[src/rtl/wdrt_pkg.sv]
// package: register map, field layout, reset values and timing counts of the watchdog reset timer
package wdrt_pkg;

   // apb data and address widths
   localparam int DATA_W = 32;
   localparam int ADDR_W = 12;

   // control register index as printed, byte address is four times it
   localparam logic [ADDR_W-1:0] CTRL_INDEX = 12'h0E1;
   localparam logic [ADDR_W-1:0] CTRL_ADDR = {CTRL_INDEX[ADDR_W-3:0], 2'h0};

   // field positions inside the control register
   localparam int ENABLE_POS = 7;
   localparam int RESTART_POS = 6;
   localparam int PSEL_HI_POS = 2;
   localparam int PSEL_LO_POS = 0;
   localparam int PSEL_W = 3;

   // reset values of the implemented fields
   localparam logic ENABLE_RST = 1'b0;
   localparam logic RESTART_RST = 1'b0;
   localparam logic [PSEL_W-1:0] PSEL_RST = 3'h0;

   // interval for period select code zero, in base units
   localparam logic [3:0] UNITS_FOR_ZERO = 4'h8;

   // timing: reference clock and crystal figures
   localparam real REF_CLK_MHZ = 100.0;
   localparam real XTAL_MHZ = 24.0;
   localparam real BASE_UNIT_S = 0.107;

   // prescaler divides crystal ticks by this figure
   localparam int PRESCALE_DIV = 10000;
   // prescaler outputs that form one base unit
   localparam int UNIT_TICKS = 256;
   // width of the chip reset pulse, in ns, and its cycle count
   localparam real RESET_PULSE_NS = 160.0;
   localparam int RESET_PULSE_CYCLES = int'(RESET_PULSE_NS * REF_CLK_MHZ / 1000.0);

   // control register fields as carried inside the block
   typedef struct packed {
      logic enable;
      logic [PSEL_W-1:0] period_sel;
   } wdrt_ctrl_t;

endpackage

[src/rtl/wdrt_top.sv]
// watchdog reset timer: apb control register, prescaler on synchronised crystal ticks, counter and chip reset
//
// How it works
// - enabled timer reaching interval resets chip
// - enable bit seven starts, stops counting
// - restart bit six clears counter, prescaler
// - counting runs from crystal clock ticks
// - select codes one to seven give N units
// - select code zero gives eight units
// - only select field chooses the interval
// - one register at index E1 controls
// - register readable, writable; unused bits zero
//
// Added by the designer: register access over APB.
`timescale 1ns/1ps
module wdrt_top #(
   parameter int PRESCALE_DIV = wdrt_pkg::PRESCALE_DIV,
   parameter int UNIT_TICKS = wdrt_pkg::UNIT_TICKS
) (
   // clock and reset
   input wire logic ref_clk_in,
   input wire logic rst_in,
   // crystal clock pin, sampled as a plain input
   input wire logic crystal_clock_in,
   // apb slave
   input wire logic psel_in,
   input wire logic penable_in,
   input wire logic pwrite_in,
   input wire logic [wdrt_pkg::ADDR_W-1:0] paddr_in,
   input wire logic [wdrt_pkg::DATA_W-1:0] pwdata_in,
   output logic [wdrt_pkg::DATA_W-1:0] prdata_out,
   output logic pready_out,
   output logic pslverr_out,
   // chip reset request
   output logic chip_reset_out
);

   // counter widths
   localparam int PRE_W = $clog2(PRESCALE_DIV + 1);
   localparam int UNIT_W = $clog2(UNIT_TICKS + 1);
   localparam int PULSE_W = $clog2(wdrt_pkg::RESET_PULSE_CYCLES + 1);
   // last values of the prescaler and unit counters and the pulse load value, sized to the counters
   localparam logic [PRE_W-1:0] PRE_LAST = PRE_W'(PRESCALE_DIV - 1);
   localparam logic [UNIT_W-1:0] UNIT_LAST = UNIT_W'(UNIT_TICKS - 1);
   localparam logic [PULSE_W-1:0] PULSE_LOAD = PULSE_W'(wdrt_pkg::RESET_PULSE_CYCLES);

   // control fields held by software
   wdrt_pkg::wdrt_ctrl_t ctrl;
   // crystal pin synchroniser stages and edge history
   logic xtal_meta;
   logic xtal_sync;
   logic xtal_prev;
   // one-cycle pulse per crystal rising edge
   logic xtal_tick;
   // prescaler, unit tick count and base unit count
   logic [PRE_W-1:0] pre_cnt;
   logic [UNIT_W-1:0] tick_cnt;
   logic [3:0] unit_cnt;
   // interval target in base units
   logic [3:0] target_units;
   // decoded bus events
   logic bus_setup;
   logic bus_access;
   logic addr_hit;
   logic ctrl_write;
   logic restart_pulse;
   // timer events
   logic pre_wrap;
   logic unit_wrap;
   logic timeout;
   // reset pulse stretcher
   logic [PULSE_W-1:0] pulse_cnt;

   // apb phase decode
   assign bus_setup = psel_in && !penable_in;
   assign bus_access = psel_in && penable_in && pready_out;
   // only the one control word is mapped
   assign addr_hit = (paddr_in == wdrt_pkg::CTRL_ADDR);
   // a write takes effect at the access edge
   assign ctrl_write = bus_access && pwrite_in && addr_hit;
   // restart is a write of one to bit six
   assign restart_pulse = ctrl_write && pwdata_in[wdrt_pkg::RESTART_POS];

   // two-stage synchroniser for the crystal pin
   always_ff @(posedge ref_clk_in or posedge rst_in) begin
      if (rst_in) begin
         xtal_meta <= 1'b0;
         xtal_sync <= 1'b0;
      end else begin
         xtal_meta <= crystal_clock_in;
         xtal_sync <= xtal_meta;
      end
   end

   // edge history of the synchronised crystal level
   always_ff @(posedge ref_clk_in or posedge rst_in) begin
      if (rst_in) begin
         xtal_prev <= 1'b0;
      end else begin
         xtal_prev <= xtal_sync;
      end
   end

   // crystal rising edge becomes the counting enable
   assign xtal_tick = xtal_sync && !xtal_prev;

   // period select decode, code zero means eight units
   always_comb begin
      if (ctrl.period_sel == 3'h0) begin
         target_units = wdrt_pkg::UNITS_FOR_ZERO;
      end else begin
         target_units = {1'b0, ctrl.period_sel};
      end
   end

   // wrap points of prescaler and unit counter
   assign pre_wrap = ctrl.enable && xtal_tick && (pre_cnt == PRE_LAST);
   assign unit_wrap = pre_wrap && (tick_cnt == UNIT_LAST);
   // overflow once the unit count reaches the interval
   assign timeout = unit_wrap && ((unit_cnt + 4'h1) >= target_units) && !restart_pulse;

   // control register: write from bus, cleared by a watchdog timeout
   always_ff @(posedge ref_clk_in or posedge rst_in) begin
      if (rst_in) begin
         ctrl.enable <= wdrt_pkg::ENABLE_RST;
         ctrl.period_sel <= wdrt_pkg::PSEL_RST;
      end else if (timeout) begin
         // timeout returns fields to reset values
         ctrl.enable <= wdrt_pkg::ENABLE_RST;
         ctrl.period_sel <= wdrt_pkg::PSEL_RST;
      end else if (ctrl_write) begin
         // store enable and period select
         ctrl.enable <= pwdata_in[wdrt_pkg::ENABLE_POS];
         ctrl.period_sel <= pwdata_in[wdrt_pkg::PSEL_HI_POS:wdrt_pkg::PSEL_LO_POS];
      end
   end

   // divide-by prescaler on crystal ticks
   always_ff @(posedge ref_clk_in or posedge rst_in) begin
      if (rst_in) begin
         pre_cnt <= '0;
      end else if (restart_pulse || timeout) begin
         // restart clears the prescaler
         pre_cnt <= '0;
      end else if (ctrl.enable && xtal_tick) begin
         // count only while enabled, hold otherwise
         if (pre_cnt == PRE_LAST) begin
            pre_cnt <= '0;
         end else begin
            pre_cnt <= pre_cnt + PRE_W'(1);
         end
      end
   end

   // prescaler outputs within one base unit
   always_ff @(posedge ref_clk_in or posedge rst_in) begin
      if (rst_in) begin
         tick_cnt <= '0;
      end else if (restart_pulse || timeout) begin
         // part of the programmable counter, cleared too
         tick_cnt <= '0;
      end else if (pre_wrap) begin
         if (tick_cnt == UNIT_LAST) begin
            tick_cnt <= '0;
         end else begin
            tick_cnt <= tick_cnt + UNIT_W'(1);
         end
      end
   end

   // base units elapsed since the last restart
   always_ff @(posedge ref_clk_in or posedge rst_in) begin
      if (rst_in) begin
         unit_cnt <= 4'h0;
      end else if (restart_pulse || timeout) begin
         // software service keeps the count below the interval
         unit_cnt <= 4'h0;
      end else if (unit_wrap) begin
         unit_cnt <= unit_cnt + 4'h1;
      end
   end

   // stretch the timeout into a chip reset pulse
   always_ff @(posedge ref_clk_in or posedge rst_in) begin
      if (rst_in) begin
         pulse_cnt <= '0;
         chip_reset_out <= 1'b0;
      end else if (timeout) begin
         // start a fresh pulse
         pulse_cnt <= PULSE_LOAD;
         chip_reset_out <= 1'b1;
      end else if (pulse_cnt != '0) begin
         // hold until the count runs out
         pulse_cnt <= pulse_cnt - PULSE_W'(1);
         chip_reset_out <= (pulse_cnt != PULSE_W'(1));
      end else begin
         chip_reset_out <= 1'b0;
      end
   end

   // apb ready: one wait-free access cycle after each setup
   always_ff @(posedge ref_clk_in or posedge rst_in) begin
      if (rst_in) begin
         pready_out <= 1'b0;
      end else begin
         pready_out <= bus_setup;
      end
   end

   // apb error: unmapped address answers with slave error
   always_ff @(posedge ref_clk_in or posedge rst_in) begin
      if (rst_in) begin
         pslverr_out <= 1'b0;
      end else if (bus_setup) begin
         pslverr_out <= (paddr_in != wdrt_pkg::CTRL_ADDR);
      end else begin
         pslverr_out <= 1'b0;
      end
   end

   // apb read data: captured in setup, valid in access
   always_ff @(posedge ref_clk_in or posedge rst_in) begin
      if (rst_in) begin
         prdata_out <= '0;
      end else if (bus_setup && !pwrite_in && addr_hit) begin
         // restart reads zero, bits five to three read zero
         prdata_out <= '0;
         prdata_out[wdrt_pkg::ENABLE_POS] <= ctrl.enable;
         prdata_out[wdrt_pkg::PSEL_HI_POS:wdrt_pkg::PSEL_LO_POS] <= ctrl.period_sel;
      end else if (bus_setup) begin
         // writes and unmapped reads return zero
         prdata_out <= '0;
      end
   end

endmodule

[config.mk]
export PLATFORM = sky130hd
export DESIGN_NAME = wdrt_top
export DESIGN_NICKNAME = d
export VERILOG_FILES = /design/src/rtl/wdrt_pkg.sv /design/src/rtl/wdrt_top.sv
export SDC_FILE = /design/constraint.sdc
export NUM_CORES = 1
export LEC_CHECK = 0
export BUFFER_PORTS_ARGS = -buffer_cell sky130_fd_sc_hd__buf_2
export CAP_MARGIN = 20
export CORE_ASPECT_RATIO = 2
export CORE_MARGIN = 8
export CORE_UTILIZATION = 54
export CTS_CLUSTER_DIAMETER = 80
export DETAILED_ROUTE_END_ITERATION = 10
export PLACE_DENSITY = 0.89
export SLEW_MARGIN = 0
export SYNTH_ARGS = -nofsm -noshare
export SYNTH_HDL_FRONTEND = slang
export SYNTH_SLANG_ARGS = --single-unit
[constraint.sdc]
create_clock -name ref_clk_in -period 4.3 [get_ports ref_clk_in]
set_input_delay 0.43 -clock ref_clk_in [delete_from_list [all_inputs] [get_ports ref_clk_in]]
set_output_delay 0.43 -clock ref_clk_in [all_outputs]
set_load 0.01 [all_outputs]
==> impl_metrics.toml <==
[yosys]
avgSynthCellArea_um2 = 9.79
synth.area.mux_share = 0.00395
synth_area_um2 = 2530
seq_area_frac_synth = 0.454
ys_async_sr_fraction = 1.00
synth_enable_flop_cells = 0
synth_seq_cells = 46
synth_top_family_by_area = "simple AND/OR/NAND/NOR gates"
synth_cells = 259
synth-xor-area-share = 0.0726
yosys_warnings = 0
yosysUniqueCellTypes = 46
synthAdderAreaFrac = 0.0494
synthSimpleGateAreaFrac = 0.245
synth_compound_area_frac = 0.0735
synth_ff_type = "dfrtp_1"

[global_routing]
grt_max_degree = 47
met3_usage = 0.0326
grt_pass1_wl_mm = 8.80
track_usage = 0.148
grt-ovfl-total = 0
first_global_vias = 2108
grt-busiest-layer = "met2"
met1_usage = 0.139
use_met2 = 0.281
antenna_found_initial = 0

[cts]
cts_buffers = 5
clock_path_buffers = 2
cts.sinks = 46
cts_root_buffer = "clkbuf_8"
cts_setup_buffers = 0
hold_buffers = 0
clk_latency_ns = 0.30
htreeDepth = 2
cts_tree = "done"
cts_resized = 0
clk_pin_slew_worst_paths_ns = 0.08

[layout]
num-nets-final = 352
final_common_cell = "dfrtp_1"
antennaDiodeCount = 0
drive_above_1_share = 0.157
layout_common_cells = "dfrtp_1 (46), nor2_1 (33), buf_2 (29), conb_1 (28), nand2_1 (17)"
syn2layout_area_growth_pct = 7.70
stdcell_area_um2 = 2730

[worst_hold_path]
min_from = "crystal_clock_in"
min_path_type = "in2reg"

[die]
dieHeight_um = 113
io_pins = 85
start_util = 0.557
die_area_um2 = 7280
die_w_um = 64.4
core-area_um2 = 4550
rows = 35

[status]
status = "complete, no violations"

[critical_path]
timing_worst_setup_path_type = "reg2reg"
worstPathCellList = "ha_1, xor2_1, ha_1, nor3_1, a211o_2, nor3_2, or3_1"
startpoint = "unit_cnt[0]"
endpoint_kind = "flip-flop"
slowest_stage = "dfrtp_1"
cp_data_arrival_time_ns = 2.46
slowest_delay_ns = 0.43
crit_required_ns = 4.48
path_common_cell = "ha_1"
reg2reg_from = "unit_cnt[0]"
critPathLaunchType = "flip-flop"
cp_max_fo = 7

[timing]
max_slew_margin = 0.621
fin_ws_ns = 2.02
final.setup.tns_ns = 0
finalCriticalPeriod_ns = 2.28
fin_skew_ns = 0.00669
fin_crit_sh = 0.530
tightest_slew_ns = 0.568
finalMaxSlewViolations = 0
hold_violations = 0
fmax_ghz = 0.438
rsz0062_at_grt = "no"
setup_viol = 0

[route]
vias = 1882
drtPass1Iterations = 4
drc = 0
drtIter0Drc = 45
routedWlPerCell_um = 15.0
drtAntennaViolNets = 0
vias_per_cell = 5.41
routed_wl_mm = 5.20

[power_and_ir_drop]
leakagePower_uw = 0.00135
vdd_drop_max_uv = 319
p_per_area_nw_per_um2 = 274

[placed_design]
dp_slack_ns = 2.04
finalWeightedCongestion = 0.774
placed_cell_area_um2 = 2640
port_buffers = 29
hpwl_mm = 3.98

[run]
drv_cap = 0
-- registers in the layout, summed over array words and instances (netlist names), 4 cells and up --
register    flops
pre_cnt        14
tick_cnt        9
pulse_cnt       5
ctrl            4
prdata_out      4
unit_cnt        4
-- layout make-up --
class	instances	area, µm²
multi-input cells	201	1230
clock buffers	6	82.6
well taps	55	68.8
fillers	384	1820
inverters	8	30.0
flip-flops and latches	46	1150
repair buffers	30	153
clock inverters	2	12.5
-- cells in the mapped netlist, drive strengths merged, types with 6 or more instances --
cell | number | area [µm²]
nand2 | 17 | 63.8
ha | 10 | 125
a21oi | 9 | 45.0
a22o | 8 | 70.1
nor4 | 6 | 52.6
inv | 8 | 30.0
nand3 | 12 | 65.1
xnor2 | 10 | 87.6
buf | 29 | 215
nor3 | 14 | 75.1
xor2 | 11 | 96.3
nor2 | 33 | 124
nand4 | 7 | 43.8
dfrtp | 46 | 1150
-- worst max-delay path, delay by kind of cell (launching register included) --
| family | cells | cell delay, ns |
|---|---|---|
| AND/OR/NAND/NOR | 3 | 0.82 |
| flip-flops | 1 | 0.43 |
| XOR/XNOR | 1 | 0.16 |
| AO/OA/AOI/OAI | 1 | 0.28 |
| adder cells (fa/ha/maj) | 2 | 0.47 |
-- metal layers --
layer | vias to the layer above | wire length, µm
met4 | 0 | 100
met1 | 903 | 1950
met5 | - | 0
met3 | 11 | 253
li1 | 912 | -
met2 | 56 | 2900
-- final timing paths --
path	cells after the start	endpoint	slack (ns)
min	1	xtal_meta	0.23
max in group asynchronous	3	pulse_cnt[3]	3.66
min in group asynchronous	3	pready_out	0.25
max	7	chip_reset_out	2.02
max reg2reg	7	chip_reset_out	2.02
min reg2reg	0	xtal_sync	0.37
-- report_power, final --
part | internal [µW] | total (µW) | leakage [µW] | switching (µW)
Sequential | 435 | 436 | 0.000597 | 1.03
Combinational | 10.4 | 38.0 | 0.000703 | 27.6
Clock | 129 | 275 | 0.0000472 | 146
-- cells by family (layout without fill, tap and decap cells) --
| group | Yosys count | after routing |
|---|---|---|
| AO/OA/AOI/OAI | 27 | 27 |
| XOR/XNOR | 21 | 21 |
| adder cells (fa/ha/maj) | 10 | 10 |
| buffers and inverters | 39 | 46 |
| flip-flops | 46 | 46 |
| multiplexers | 1 | 1 |
| other | 1 | 28 |
| AND/OR/NAND/NOR | 114 | 114 |
-- stage by stage --
step / hold slack [ns] / utilization / power, µW / instances
2_1_floorplan: 0.331 / - / 484 / 286
3_3_place_gp: 0.355 / 0.579 / 481 / 340
3_5_place_dp: 0.350 / 0.579 / 481 / 340
4_1_cts: 0.228 / 0.599 / 754 / 348
5_1_grt: 0.223 / 0.599 / 771 / 348
6_report: 0.232 / 0.599 / 748 / 348
Power figures use the tool's default switching activity.
